### src/design/ledfs_pkg.sv
// Shared constants, register map and types of the LED driver fault sequencer
package ledfs_pkg;
  // Clock and timer base
  localparam int CLK_HZ = 250_000_000;
  localparam int TIMER_HZ = 1_000_000;
  localparam int TICK_DIV = CLK_HZ / TIMER_HZ;
  localparam int TICK_W = 8;
  localparam logic [TICK_W-1:0] TICK_LAST = TICK_W'(TICK_DIV - 1);
  localparam logic [TICK_W-1:0] TICK_ZERO = 8'h00;
  // Timer lengths in their own units, then in timer ticks
  localparam int TMR_W = 20;
  localparam int HOLDOFF_MS = 1;
  localparam int DIM_OFF_MS = 50;
  localparam int FAULT_MS = 50;
  localparam int TICKS_PER_MS = TIMER_HZ / 1000;
  localparam logic [TMR_W-1:0] HOLDOFF_TICKS = TMR_W'(HOLDOFF_MS * TICKS_PER_MS);
  localparam logic [TMR_W-1:0] DIM_OFF_TICKS = TMR_W'(DIM_OFF_MS * TICKS_PER_MS);
  localparam logic [TMR_W-1:0] FAULT_TICKS = TMR_W'(FAULT_MS * TICKS_PER_MS);
  localparam logic [TMR_W-1:0] TMR_ZERO = 20'h00000;
  localparam logic [TMR_W-1:0] TMR_ONE = 20'h00001;
  // Feedback target arithmetic, in millivolts
  localparam int MV_W = 12;
  localparam logic [MV_W-1:0] FIXED_REF_MV = 12'h190;
  localparam logic [MV_W-1:0] LEVEL_DIVISOR = 12'h005;
  localparam logic [MV_W-1:0] DERATE_RST = 12'h064;
  localparam logic [MV_W-1:0] MV_ZERO = 12'h000;
  // Register bus
  localparam int ADDR_W = 4;
  localparam int DATA_W = 32;
  localparam logic [ADDR_W-1:0] REG_STATUS = 4'h0;
  localparam logic [ADDR_W-1:0] REG_MASK = 4'h4;
  localparam logic [ADDR_W-1:0] REG_STATE = 4'h8;
  localparam logic [ADDR_W-1:0] REG_DERATE = 4'hC;
  localparam logic [DATA_W-1:0] DATA_ZERO = 32'h00000000;
  // Status and mask layout
  localparam int ST_W = 6;
  localparam int ST_HOLDOFF_DONE = 0;
  localparam int ST_OVP_STOP = 1;
  localparam int ST_THERMAL_STOP = 2;
  localparam int ST_INPUT_OV = 3;
  localparam int ST_FAULT_LATCH = 4;
  localparam int ST_DIM_SHUTDOWN = 5;
  localparam logic [ST_W-1:0] ST_RST = 6'h00;
  localparam int STATE_W = 11;
  // Sequencer states
  typedef enum logic [1:0] {
    SEQ_HOLDOFF = 2'b00,
    SEQ_RUN = 2'b01,
    SEQ_SHUTDOWN = 2'b10,
    SEQ_LATCHED = 2'b11
  } ledfs_state_t;
  // Register select, used by both read and write paths
  function automatic logic ledfs_sel(input logic [ADDR_W-1:0] addr, input logic [ADDR_W-1:0] off);
    ledfs_sel = (addr == off);
  endfunction
endpackage

### src/design/ledfs_timer.sv
// Persistence timer: expires once its input stays active beyond a tick limit
`timescale 1ns/1ns
module ledfs_timer (
  // Clock, reset, enable
  input wire logic core_clk_i,
  input wire logic rst_n_i,
  input wire logic ce_i,
  // Timing
  input wire logic tick_i,
  input wire logic active_i,
  input wire logic [ledfs_pkg::TMR_W-1:0] limit_i,
  // Result
  output logic expired_o
);
  import ledfs_pkg::*;

  logic [TMR_W-1:0] count_r;

  // restart when inactive
  always_ff @(posedge core_clk_i) begin
    if (!rst_n_i) begin
      count_r <= TMR_ZERO;
      expired_o <= 1'b0;
    end else if (ce_i) begin
      if (!active_i) begin
        count_r <= TMR_ZERO;
        expired_o <= 1'b0;
      end else if (tick_i && !expired_o) begin
        // Expiry only after the limit is passed, so strictly longer than it
        if (count_r >= limit_i) begin
          expired_o <= 1'b1;
        end else begin
          count_r <= count_r + TMR_ONE;
        end
      end
    end
  end
endmodule

### src/design/ledfs_top.sv
// LED driver start-up, dimming, reference and fault sequencer with Avalon-MM registers
`timescale 1ns/1ns
// Notes on behaviour
// Hold off switching 1ms after reset
// Load isolation gate follows dimming enable
// Shut down after 50ms enable inactive
// Reference select high: target is setpoint/5
// Reference select low: fixed 400mV target
// Hot LED lowers target when control enabled
// Feedback above half rail: reference to supply
// Pump protection gate; drop on input overvoltage
// Watch regulation loss, output and input overvoltage
// Fault beyond 50ms opens input protection switch
// Non-input faults latch; enable or supply cycle clears
// Limit setpoint at rail disables latch, derating
// Output overvoltage stop with hysteresis restart
// Die over 135C stops, below 100C resumes
// Strapped topology select adopted by device
// Timers run from 1MHz converter tick
// Fault timer restarts when fault clears
module ledfs_top #(
  parameter logic [ledfs_pkg::TMR_W-1:0] HOLDOFF_TICKS_P = ledfs_pkg::HOLDOFF_TICKS,
  parameter logic [ledfs_pkg::TMR_W-1:0] DIM_OFF_TICKS_P = ledfs_pkg::DIM_OFF_TICKS,
  parameter logic [ledfs_pkg::TMR_W-1:0] FAULT_TICKS_P = ledfs_pkg::FAULT_TICKS
) (
  // Clock, reset, enable
  input wire logic core_clk_i,
  input wire logic rst_n_i,
  input wire logic ce_i,
  // Avalon-MM slave
  input wire logic [ledfs_pkg::ADDR_W-1:0] avs_address_i,
  input wire logic avs_read_i,
  input wire logic avs_write_i,
  input wire logic [ledfs_pkg::DATA_W-1:0] avs_writedata_i,
  input wire logic [3:0] avs_byteenable_i,
  output logic [ledfs_pkg::DATA_W-1:0] avs_readdata_o,
  output logic avs_waitrequest_o,
  output logic irq_o,
  // Straps and control pins
  input wire logic enable_dimming_i,
  input wire logic ref_select_i,
  input wire logic topology_select_i,
  input wire logic temp_limit_at_rail_i,
  input wire logic input_supply_ok_i,
  // Comparator results and bias setpoint
  input wire logic ovp_above_upper_i,
  input wire logic ovp_below_lower_i,
  input wire logic die_above_135c_i,
  input wire logic die_below_100c_i,
  input wire logic fb_above_half_rail_i,
  input wire logic fb_regulation_lost_i,
  input wire logic input_overvoltage_i,
  input wire logic led_temp_above_limit_i,
  input wire logic [ledfs_pkg::MV_W-1:0] bias_setpoint_mv_i,
  // Power stage controls
  output logic switch_enable_o,
  output logic load_isolation_gate_o,
  output logic input_switch_gate_o,
  output logic fb_ref_to_supply_o,
  output logic buck_mode_o,
  output logic [ledfs_pkg::MV_W-1:0] fb_target_mv_o
);
  import ledfs_pkg::*;

  ledfs_state_t state_r;
  ledfs_state_t state_nxt;
  logic [TICK_W-1:0] tick_cnt_r;
  logic tick_r;
  logic [TMR_W-1:0] hold_cnt_r;
  logic holdoff_done;
  logic strap_taken_r;
  logic ovp_stop_r;
  logic thermal_stop_r;
  logic input_ov_r;
  logic fault_any;
  logic fault_expired;
  logic dim_expired;
  logic latch_go;
  logic derate_on;
  logic [MV_W-1:0] base_mv;
  logic [MV_W-1:0] target_nxt;
  logic [MV_W-1:0] derate_r;
  logic [ST_W-1:0] status_r;
  logic [ST_W-1:0] mask_r;
  logic [ST_W-1:0] events;
  logic [ST_W-1:0] clear_bits;
  logic bus_req;
  logic wr_go;
  logic [STATE_W-1:0] state_view;

  // 1MHz timer tick
  always_ff @(posedge core_clk_i) begin
    if (!rst_n_i) begin
      tick_cnt_r <= TICK_ZERO;
      tick_r <= 1'b0;
    end else if (ce_i) begin
      tick_r <= (tick_cnt_r == TICK_LAST);
      tick_cnt_r <= (tick_cnt_r == TICK_LAST) ? TICK_ZERO : tick_cnt_r + 8'h01;
    end
  end
  // strap taken after reset release
  always_ff @(posedge core_clk_i) begin
    if (!rst_n_i) begin
      strap_taken_r <= 1'b0;
      buck_mode_o <= 1'b0;
    end else if (ce_i && !strap_taken_r) begin
      strap_taken_r <= 1'b1;
      buck_mode_o <= topology_select_i;
    end
  end
  // start-up hold-off count
  always_ff @(posedge core_clk_i) begin
    if (!rst_n_i) begin
      hold_cnt_r <= TMR_ZERO;
    end else if (ce_i) begin
      if (state_r != SEQ_HOLDOFF || !input_supply_ok_i) begin
        hold_cnt_r <= TMR_ZERO;
      end else if (tick_r && !holdoff_done) begin
        hold_cnt_r <= hold_cnt_r + TMR_ONE;
      end
    end
  end
  assign holdoff_done = (hold_cnt_r >= HOLDOFF_TICKS_P);
  // output overvoltage hysteresis
  always_ff @(posedge core_clk_i) begin
    if (!rst_n_i) begin
      ovp_stop_r <= 1'b0;
    end else if (ce_i) begin
      if (ovp_above_upper_i) begin
        ovp_stop_r <= 1'b1;
      end else if (ovp_below_lower_i) begin
        ovp_stop_r <= 1'b0;
      end
    end
  end
  // die temperature hysteresis
  always_ff @(posedge core_clk_i) begin
    if (!rst_n_i) begin
      thermal_stop_r <= 1'b0;
      input_ov_r <= 1'b0;
    end else if (ce_i) begin
      input_ov_r <= input_overvoltage_i;
      if (die_above_135c_i) begin
        thermal_stop_r <= 1'b1;
      end else if (die_below_100c_i) begin
        thermal_stop_r <= 1'b0;
      end
    end
  end
  // monitored faults
  assign fault_any = fb_regulation_lost_i | ovp_stop_r | input_overvoltage_i;
  ledfs_timer u_fault_timer (
    .core_clk_i(core_clk_i),
    .rst_n_i(rst_n_i),
    .ce_i(ce_i),
    .tick_i(tick_r),
    .active_i(fault_any),
    .limit_i(FAULT_TICKS_P),
    .expired_o(fault_expired)
  );
  // enable inactive timer
  ledfs_timer u_dim_timer (
    .core_clk_i(core_clk_i),
    .rst_n_i(rst_n_i),
    .ce_i(ce_i),
    .tick_i(tick_r),
    .active_i(!enable_dimming_i && state_r == SEQ_RUN),
    .limit_i(DIM_OFF_TICKS_P),
    .expired_o(dim_expired)
  );
  // only non-input faults latch; R12: strap disables the latch
  assign latch_go = fault_expired && (fb_regulation_lost_i || ovp_stop_r) &&
                    !temp_limit_at_rail_i && state_r == SEQ_RUN;
  always_comb begin
    state_nxt = state_r;
    unique case (state_r)
      SEQ_HOLDOFF: begin
        if (holdoff_done) begin
          state_nxt = SEQ_RUN;
        end
      end
      SEQ_RUN: begin
        if (latch_go) begin
          state_nxt = SEQ_LATCHED;
        end else if (dim_expired) begin
          state_nxt = SEQ_SHUTDOWN;
        end
      end
      SEQ_SHUTDOWN: begin
        if (enable_dimming_i) begin
          state_nxt = SEQ_RUN;
        end
      end
      SEQ_LATCHED: begin
        // enable low clears the latch
        if (!enable_dimming_i) begin
          state_nxt = SEQ_SHUTDOWN;
        end
      end
    endcase
    // supply loss clears the latch, restarts hold-off
    if (!input_supply_ok_i) begin
      state_nxt = SEQ_HOLDOFF;
    end
  end
  always_ff @(posedge core_clk_i) begin
    if (!rst_n_i) begin
      state_r <= SEQ_HOLDOFF;
    end else if (ce_i) begin
      state_r <= state_nxt;
    end
  end
  // level mode target
  // fixed reference mode
  assign base_mv = ref_select_i ? bias_setpoint_mv_i / LEVEL_DIVISOR : FIXED_REF_MV;
  // derate a hot LED; R12: not while the limit sits at the rail
  assign derate_on = led_temp_above_limit_i && !temp_limit_at_rail_i;
  assign target_nxt = !derate_on ? base_mv : (base_mv > derate_r) ? base_mv - derate_r : MV_ZERO;
  // Power stage outputs, all registered
  always_ff @(posedge core_clk_i) begin
    if (!rst_n_i) begin
      switch_enable_o <= 1'b0;
      load_isolation_gate_o <= 1'b0;
      input_switch_gate_o <= 1'b1;
      fb_ref_to_supply_o <= 1'b0;
      fb_target_mv_o <= FIXED_REF_MV;
    end else if (ce_i) begin
      // no switching before hold-off; R13 and R14 gate it too
      switch_enable_o <= state_r == SEQ_RUN && enable_dimming_i && strap_taken_r &&
                         !ovp_stop_r && !thermal_stop_r && !input_overvoltage_i &&
                         !fault_expired;
      // disconnect the string during dimming off time
      load_isolation_gate_o <= state_r == SEQ_RUN && enable_dimming_i;
      // pumped unless input overvoltage; R10: opened by expired fault, held open while latched
      input_switch_gate_o <= !(input_overvoltage_i || fault_expired || state_r == SEQ_LATCHED);
      // feedback reference auto switch
      fb_ref_to_supply_o <= fb_above_half_rail_i;
      fb_target_mv_o <= target_nxt;
    end
  end

  // Register bus: one wait cycle, then the access completes
  assign bus_req = avs_read_i || avs_write_i;
  assign wr_go = avs_write_i && !avs_waitrequest_o;
  assign state_view = {buck_mode_o, fb_ref_to_supply_o, input_switch_gate_o,
                       load_isolation_gate_o, switch_enable_o, thermal_stop_r,
                       ovp_stop_r, input_ov_r, fault_expired, state_r};

  always_ff @(posedge core_clk_i) begin
    if (!rst_n_i) begin
      avs_waitrequest_o <= 1'b1;
      avs_readdata_o <= DATA_ZERO;
    end else if (ce_i) begin
      avs_waitrequest_o <= !(bus_req && avs_waitrequest_o);
      if (avs_read_i && avs_waitrequest_o) begin
        avs_readdata_o <= DATA_ZERO;
        if (ledfs_sel(avs_address_i, REG_STATUS)) begin
          avs_readdata_o[ST_W-1:0] <= status_r;
        end else if (ledfs_sel(avs_address_i, REG_MASK)) begin
          avs_readdata_o[ST_W-1:0] <= mask_r;
        end else if (ledfs_sel(avs_address_i, REG_STATE)) begin
          avs_readdata_o[STATE_W-1:0] <= state_view;
        end else if (ledfs_sel(avs_address_i, REG_DERATE)) begin
          avs_readdata_o[MV_W-1:0] <= derate_r;
        end
      end
    end
  end

  always_ff @(posedge core_clk_i) begin
    if (!rst_n_i) begin
      mask_r <= ST_RST;
      derate_r <= DERATE_RST;
    end else if (ce_i && wr_go) begin
      if (ledfs_sel(avs_address_i, REG_MASK) && avs_byteenable_i[0]) begin
        mask_r <= avs_writedata_i[ST_W-1:0];
      end
      if (ledfs_sel(avs_address_i, REG_DERATE)) begin
        if (avs_byteenable_i[0]) begin
          derate_r[7:0] <= avs_writedata_i[7:0];
        end
        if (avs_byteenable_i[1]) begin
          derate_r[MV_W-1:8] <= avs_writedata_i[MV_W-1:8];
        end
      end
    end
  end

  // Sticky events; a set in the clearing cycle wins
  assign events[ST_HOLDOFF_DONE] = state_r == SEQ_HOLDOFF && state_nxt == SEQ_RUN;
  assign events[ST_OVP_STOP] = ovp_above_upper_i && !ovp_stop_r;
  assign events[ST_THERMAL_STOP] = die_above_135c_i && !thermal_stop_r;
  assign events[ST_INPUT_OV] = input_overvoltage_i && !input_ov_r;
  assign events[ST_FAULT_LATCH] = latch_go;
  assign events[ST_DIM_SHUTDOWN] = state_r == SEQ_RUN && state_nxt == SEQ_SHUTDOWN;
  assign clear_bits = (wr_go && ledfs_sel(avs_address_i, REG_STATUS) && avs_byteenable_i[0]) ?
                      avs_writedata_i[ST_W-1:0] : ST_RST;

  always_ff @(posedge core_clk_i) begin
    if (!rst_n_i) begin
      status_r <= ST_RST;
      irq_o <= 1'b0;
    end else if (ce_i) begin
      status_r <= (status_r & ~clear_bits) | events;
      irq_o <= |(status_r & mask_r);
    end
  end
endmodule

### config.mk
export PLATFORM = sky130hd
export DESIGN_NAME = ledfs_top
export DESIGN_NICKNAME = d
export VERILOG_FILES = /design/src/design/ledfs_pkg.sv /design/src/design/ledfs_timer.sv /design/src/design/ledfs_top.sv
export SDC_FILE = /design/constraint.sdc
export NUM_CORES = 1
export LEC_CHECK = 0
export BUFFER_PORTS_ARGS = -buffer_cell sky130_fd_sc_hd__buf_2
export CORE_AREA = 4 4 129 131
export DETAILED_ROUTE_END_ITERATION = 6
export DIE_AREA = 0 0 133 135
export GPL_TIMING_DRIVEN = 0
export PLACE_DENSITY = 0.83
export SLEW_MARGIN = 5
export SYNTH_ARGS = -nofsm -noshare
export SYNTH_HDL_FRONTEND = slang
export SYNTH_HIERARCHICAL = 1
export SYNTH_SLANG_ARGS = --single-unit
export TNS_END_PERCENT = 10
### constraint.sdc
create_clock -name core_clk_i -period 7.5 [get_ports core_clk_i]
set_clock_uncertainty 0.15 [all_clocks]
set_input_delay 0.375 -clock core_clk_i [delete_from_list [all_inputs] [get_ports core_clk_i]]
set_output_delay 0.375 -clock core_clk_i [all_outputs]
set_load 0.01 [all_outputs]
==> impl_metrics.csv, run 1 <==
group,metric,value,unit
placement,dp_hpwl,17500,um
worst_setup_path,critPathKind,"in -> reg",
timing,finalSetupViolations,0,
synthesis,synth_mux_area_share,4.12,%
synthesis,synth-async-reset-ratio,0,%
placement,port_buffers,76,
global_route,antenna_found_initial,0,
worst_setup_path,endpoint_kind,"flop",
synthesis,yosys_warnings,6,
synthesis,synth_top_family_by_area,"simple AND/OR/NAND/NOR gates",
worst_setup_path,arrival,6.48,ns
pwr,peakVddDrop,0.176,mV
cts,cts_tree,"built",
worst_setup_path,path_delay_family,"compound AO/OA/AOI/OAI gates",
timing,max_freq,158,MHz
timing,rsz0062_at_grt,"false",
synthesis,synth-compound-area-share,22.3,%
worst_setup_path,start_kind,"input port",
cts,clockBufferDepth,2,
cts,cts-root-buf,"clkbuf_16",
worst_setup_path,critPathMaxFanout,10,
global_route,grt_start_max_net_pins,18,
cts,clk_pin_slew,0.06,ns
synthesis,syn_area,9040,um2
drt,dr.pass1.iters,7,
timing,drv_slew,0,
synthesis,synth-edff-count,0,
cts,cts_buffers,17,
cts,post_cts_buffers,0,
worst_setup_path,crit_slowest_cell,"mux4_2",
layout,syn_to_final_growth,16.4,%
drt,drtAntennaViolNets,0,
floorplan,die_area,18000,um2
synthesis,ys_types,95,
cts,ctsHtreeMaxLevel,4,
worst_setup_path,cp_num_buf_inv,4,
placement,gp_congestion,0.929,
synthesis,synth_seq_area_share,29.2,%
worst_setup_path,worst-endpoint-required,7.67,ns
timing,holdWs,0.0541,ns
timing,relSlewSlack,45.1,%
synthesis,synth_area_per_cell,7.99,um2
pwr,power_density,182,nW/um2
drt,routed_wl,24000,um
timing,final.setup.tns,0,ns
floorplan,rows,46,
layout,layout.nets,1412,
timing,period_share,84.2,%
floorplan,io_pins,121,
floorplan,initial_core_util,58.0,%
synthesis,synth_seq_cells,132,
drt,routedWlPerCell,15.8,um
flow_run,maxCapViolCount,0,
floorplan,die_h,135,um
drt,vias_per_cell,5.91,
floorplan,placeableCoreArea,15600,um2
global_route,grt-ovfl-total,0,
drt,drt_iter0_drc,841,
worst_hold_path,hold_path.class,"in -> reg",
cts,clock_sinks,132,
layout,n_fill_cell,1302,
global_route,grt_pass1_vias,8298,
drt,drc,0,
cts,cts_hold_buf,0,
floorplan,dieWidth,133,um
global_route,grt.total_usage,26.5,%
synthesis,synth_fa_ha_area_share,8.20,%
layout,layout-drive-gt1-share,14.0,%
cts,cts_resized,0,
global_route,grt_pass1_wl,39700,um
worst_setup_path,cpMostUsedCell,"a21oi_1",
synthesis,synth-simple-area-share,25.6,%
timing,min_period,6.31,ns
pwr,leakage,4.46,nW
synthesis,synthXorXnorAreaFrac,2.81,%
timing,hold_violations,0,
synthesis,synthCells,1132,
synthesis,ys.flop_type,"dfxtp_1",
cts,clock_latency,0.42,ns
drt,vias,8948,
worst_setup_path,slowest_delay,0.58,ns
status,status,"completed",
timing,tightest_slew,0.817,ns
flip-flops by register name, summed over array words and instances (netlist names), 2 cells and up:
register               count
avs_readdata_o            12
derate_r                  12
fb_target_mv_o            12
hold_cnt_r                20
mask_r                     6
state_r                    2
status_r                   6
tick_cnt_r                 8
u_dim_timer/count_r       20
u_fault_timer/count_r     20
logic make-up (layout without fill, tap and decap cells):
logic type	after synthesis	after routing
AND/OR/NAND/NOR	438	438
AO/OA/AOI/OAI	284	284
buffers and inverters	153	261
flip-flops	132	132
adder cells (fa/ha/maj)	59	59
multiplexers	35	35
XOR/XNOR	29	29
other	2	61
layer usage:
metal  track usage [%]  wire, um
met1              35.0     10400
met2              42.8     11000
met3              5.44      1910
met4              10.4       634
met5                 0         0
per-stage QoR:
stage,cells,power (W),utilization (%),instance area (um2),setup slack (ns)
2_1_floorplan,1190,0.000969,-,9260,1.61
3_3_place_gp,1482,0.00105,63.6,9910,0.885
3_5_place_dp,1482,0.00105,63.6,9910,0.844
4_1_cts,1514,0.00191,67.5,10500,1.27
5_1_grt,1514,0.00199,67.5,10500,0.666
6_report,1515,0.00191,67.5,10500,1.19
cells in the mapped netlist (8+ instances only):
master    instances  area share [%]
a22oi_1          10            0.83
xnor2_1          17             1.6
nor2b_1          37             2.6
inv_1            81             3.4
and3_1           14            0.97
or3_1            11            0.76
dfxtp_1         132              29
mux2_2            8             1.0
buf_4            26             2.2
nor3_1           29             1.6
o211ai_1         17             1.4
nor4_1           13            0.90
a21oi_1          52             2.9
and2_1           18             1.2
nor2_1           81             3.4
ha_1             56             7.7
o21ai_0          57             3.2
a31oi_1          19             1.3
a21o_1            9            0.75
a31o_2            8            0.77
xor2_1           12             1.2
nand2_1         112             4.6
nand3_1          29             1.6
a21boi_0         13             1.1
nand2b_1         16             1.1
mux2i_1          26             2.9
clkbuf_1         33             1.4
nand4_1          23             1.6
path summary, 6_finish.rpt:
| check | end | cells after the start | startpoint | slack [ns] |
|---|---|---|---|---|
| hold reg to reg | hold_cnt_r[9] | 2 | hold_cnt_r[9] | 0.31 |
| setup reg to reg | fb_target_mv_o[6] | 15 | derate_r[0] | 4.18 |
| hold / removal | derate_r[6] | 3 | avs_writedata_i[6] | 0.05 |
| setup / recovery | fb_target_mv_o[6] | 30 | bias_setpoint_mv_i[11] | 1.19 |
area by class of cell:
type | instances | area, um2 | share of cell area, %
multi-input combinational | 905 | 5930 | 56.3
sequential | 132 | 2640 | 25.1
clock buffer | 22 | 454 | 4.32
timing repair buffer | 76 | 380 | 3.61
buffer | 69 | 377 | 3.58
inverter | 84 | 315 | 3.00
tap | 216 | 270 | 2.57
clock inverter | 10 | 155 | 1.47
antenna | 1 | 2.50 | 0.0238
report_power, final:
part	switching (W)	internal [W]	total, W
logic	0.000192	0.000126	0.000318
registers	0.0000137	0.000716	0.000729
clock network	0.000304	0.000562	0.000866
total	0.000510	0.00140	0.00191
worst min-delay path, delay by kind of cell:
family | cells | cell delay, ns
and+or+nand+nor | 1 | 0.05
AOI/OAI and AO/OA | 1 | 0.08
buffers and inverters | 1 | 0.08
placed cells by master (no fill, tap or decap), types with 23 or more instances in the layout:
| cell | netlist | layout |
|---|---|---|
| nor3_1 | 29 | 29 |
| nor2_1 | 81 | 81 |
| mux2i_1 | 26 | 26 |
| a21oi_1 | 52 | 52 |
| clkbuf_1 | 33 | 37 |
| nand2_1 | 112 | 112 |
| inv_1 | 81 | 81 |
| ha_1 | 56 | 56 |
| dfxtp_1 | 132 | 132 |
| nand3_1 | 29 | 29 |
| buf_2 | 4 | 80 |
| o21ai_0 | 57 | 57 |
| buf_4 | 26 | 26 |
| nor2b_1 | 37 | 37 |
| nand4_1 | 23 | 23 |
| conb_1 | 2 | 60 |
Note: power is estimated with default switching activity, not from simulation.
==> run 2, diff against run 1 <==
--- a/config.mk
+++ b/config.mk
@@ -5,12 +5,13 @@
 export SDC_FILE = /design/constraint.sdc
 export NUM_CORES = 1
 export LEC_CHECK = 0
+export ABC_AREA = 1
 export BUFFER_PORTS_ARGS = -buffer_cell sky130_fd_sc_hd__buf_2
-export CORE_AREA = 4 4 129 131
+export CORE_AREA = 4 4 137 139
 export DETAILED_ROUTE_END_ITERATION = 6
-export DIE_AREA = 0 0 133 135
+export DIE_AREA = 0 0 141 143
 export GPL_TIMING_DRIVEN = 0
-export PLACE_DENSITY = 0.83
+export PLACE_DENSITY = 0.79
 export SLEW_MARGIN = 5
 export SYNTH_ARGS = -nofsm -noshare
 export SYNTH_HDL_FRONTEND = slang
==> constraint.sdc (replaced) <==
create_clock -name core_clk_i -period 5.4 [get_ports core_clk_i]
set_clock_uncertainty 0.15 [all_clocks]
set_input_delay 0.27 -clock core_clk_i [delete_from_list [all_inputs] [get_ports core_clk_i]]
set_output_delay 0.27 -clock core_clk_i [all_outputs]
set_load 0.01 [all_outputs]
==> impl_metrics.csv, run 2 <==
group,metric,value,unit
worst_setup_path,slowest_delay,0.32,ns
worst_setup_path,crit_slowest_cell,"or2_2",
timing,tightest_slew,0.966,ns
timing,period_share,103,%
synthesis,synth_seq_area_share,28.2,%
timing,holdWs,0.0126,ns
flow_run,maxCapViolCount,0,
pwr,leakage,5.44,nW
cts,cts_tree,"built",
layout,syn_to_final_growth,24.8,%
global_route,grt_start_max_net_pins,17,
drt,routed_wl,26400,um
placement,dp_hpwl,18600,um
timing,drv_slew,0,
worst_setup_path,cpMostUsedCell,"nand2_2",
layout,multi_input_area,6080,um2
global_route,grt.total_usage,25.1,%
drt,drt_iter0_drc,672,
synthesis,yosys_warnings,6,
floorplan,initial_core_util,53.0,%
drt,vias_per_cell,5.26,
floorplan,dieWidth,141,um
pwr,peakVddDrop,0.327,mV
timing,max_freq,180,MHz
drt,dr.pass1.iters,7,
layout,final_common_cell,"nand2_1",
timing,hold_violations,0,
floorplan,die_area,20200,um2
cts,cts-root-buf,"clkbuf_16",
layout,regArea,2640,um2
layout,stdcell_count,1911,
timing,relSlewSlack,35.1,%
worst_setup_path,critPathKind,"in -> reg",
drt,vias,10000,
drt,routedWlPerCell,13.8,um
synthesis,synthCells,1462,
status,status,"finished, violations left",
synthesis,synth_area_per_cell,6.40,um2
global_route,antenna_found_initial,2,
worst_setup_path,endpoint_kind,"flop",
layout,layout-drive-gt1-share,18.4,%
synthesis,synth.area.top_cells,"dfxtp_1 (28%), nand2_1 (14%), inv_1 (8.4%)",
synthesis,synth_seq_cells,132,
floorplan,placeableCoreArea,17700,um2
timing,finalSetupViolations,8,
global_route,grt-ovfl-total,0,
floorplan,io_pins,121,
placement,port_buffers,78,
synthesis,ys_types,56,
drt,drc,11,
cts,clock_latency,0.43,ns
synthesis,synthTopCellsByCount,"nand2_1 (353), inv_1 (209), nor2_1 (169)",
timing,postLayoutSetupSlackWorst,-0.170,ns
drt,drtAntennaViolNets,0,
pwr,power_density,281,nW/um2
synthesis,yosysTopAreaCellShare,28.2,%
cts,ctsHtreeMaxLevel,4,
floorplan,rows,49,
placement,dp.cells,1827,
worst_setup_path,start_kind,"input port",
worst_setup_path,critPathMaxFanout,5,
worst_hold_path,whs_path_depth,3,
synthesis,synth_top_cell_by_area,"dfxtp_1",
synthesis,synth-edff-count,0,
placement,gp_congestion,0.914,
synthesis,ys.flop_type,"dfxtp_1",
layout,n_fill_cell,1476,
cts,clockBufferDepth,2,
status,violations,"DRC, setup timing",
timing,rsz0062_at_grt,"true",
layout,top_regs,"hold_cnt_r (20), u_dim_timer/count_r (20), u_fault_timer/count_r (20)",
worst_hold_path,hold_path.class,"in -> reg",
timing,min_period,5.57,ns
synthesis,synth-async-reset-ratio,0,%
cts,clk_pin_slew,0.06,ns
worst_setup_path,worstRegToRegCells,17,
global_route,grt_pass1_wl,41900,um
layout,fin_util,66.1,%
layout,mostFrequentLayoutCells,"nand2_1 (337), inv_1 (203), nor2_1 (168), dfxtp_1 (132), a21oi_1 (112)",
floorplan,die_h,143,um
synthesis,yosysMostFrequentCell,"nand2_1",
layout,layout.nets,1796,
worst_setup_path,arrival,5.77,ns
global_route,grt_pass1_vias,9028,
worst_setup_path,worst-endpoint-required,5.60,ns
cts,clock_sinks,132,
cts,cts_buffers,17,
synthesis,syn_area,9360,um2
## run 2: cell types whose count changed after synthesis, sizes merged, moves of 18 or more
cell   change
nand2    +280
inv      +136
nor2      +96
nand3     +72
a21oi     +70
nor2b     -37
mux2i     -26
and2      -18
## run 2: what timing repair did
| action | CTS | global route |
|---|---|---|
| hold buffers | 14 | 0 |
| gates resized for setup | 41 | 44 |
| hold endpoints to repair | 12 | 0 |
| gates cloned | 0 | 0 |
| setup endpoints to repair | 11 | 11 |
| setup buffers | 25 | 13 |
| pin swaps | 29 | 39 |
## run 2: cell type report
type	instances	area share (%)
clock buffer	20	3.91
antenna	1	0.0214
tap	229	2.45
buffer	55	2.95
sequential	132	22.6
timing repair buffer	130	7.15
inverter	222	7.18
multi-input combinational	1111	52.0
clock inverter	11	1.69
## run 2: critical path: cells and delay by family
kind                     cells  cell delay [ns]
AND/OR/NAND/NOR             33             2.96
XOR/XNOR                     1             0.17
adder cells (fa/ha/maj)      1             0.28
AO/OA/AOI/OAI               10             1.48
buffers and inverters        6             0.56
## run 2: worst paths after layout
check | from | endpoint | slack [ns]
max | bias_setpoint_mv_i[10] | fb_target_mv_o[11] | -0.17
min | avs_writedata_i[1] | mask_r[1] | 0.01
max reg2reg | derate_r[1] | fb_target_mv_o[11] | 2.31
min reg2reg | hold_cnt_r[10] | hold_cnt_r[10] | 0.29
## run 2: routing by layer
layer	global-route usage, %	part of all wire [%]	up-vias
li1	-	-	5038
met1	30.7	42	4518
met2	43.6	48	412
met3	4.09	7.0	75
met4	11.4	3.7	2
met5	0	0.026	-
## run 2: cells by family after synthesis
kind of cell             share of synthesized area, %
buffers and inverters                            12.6
AND/OR/NAND/NOR                                  35.6
XOR/XNOR                                         1.22
flip-flops                                       28.2
other                                          0.0802
adder cells (fa/ha/maj)                          7.70
AO/OA/AOI/OAI                                    14.6
## run 2: power by group
group / internal (W) / switching (W)
combinational: 0.000384 / 0.000552
sequential: 0.00101 / 0.0000369
clock: 0.000846 / 0.000457
total: 0.00224 / 0.00105
## run 2: through the flow
stage | setup slack (ns) | power (W) | instance area, um2 | setup TNS, ns
2_1_floorplan | 0.0842 | 0.00156 | 9580 | 0
6_report | -0.170 | 0.00328 | 11700 | -0.635
4_1_cts | 0.00244 | 0.00313 | 11400 | 0
3_3_place_gp | -0.769 | 0.00170 | 10300 | -6.44
5_1_grt | -0.501 | 0.00343 | 11700 | -4.42
3_5_place_dp | -0.893 | 0.00171 | 10300 | -7.78
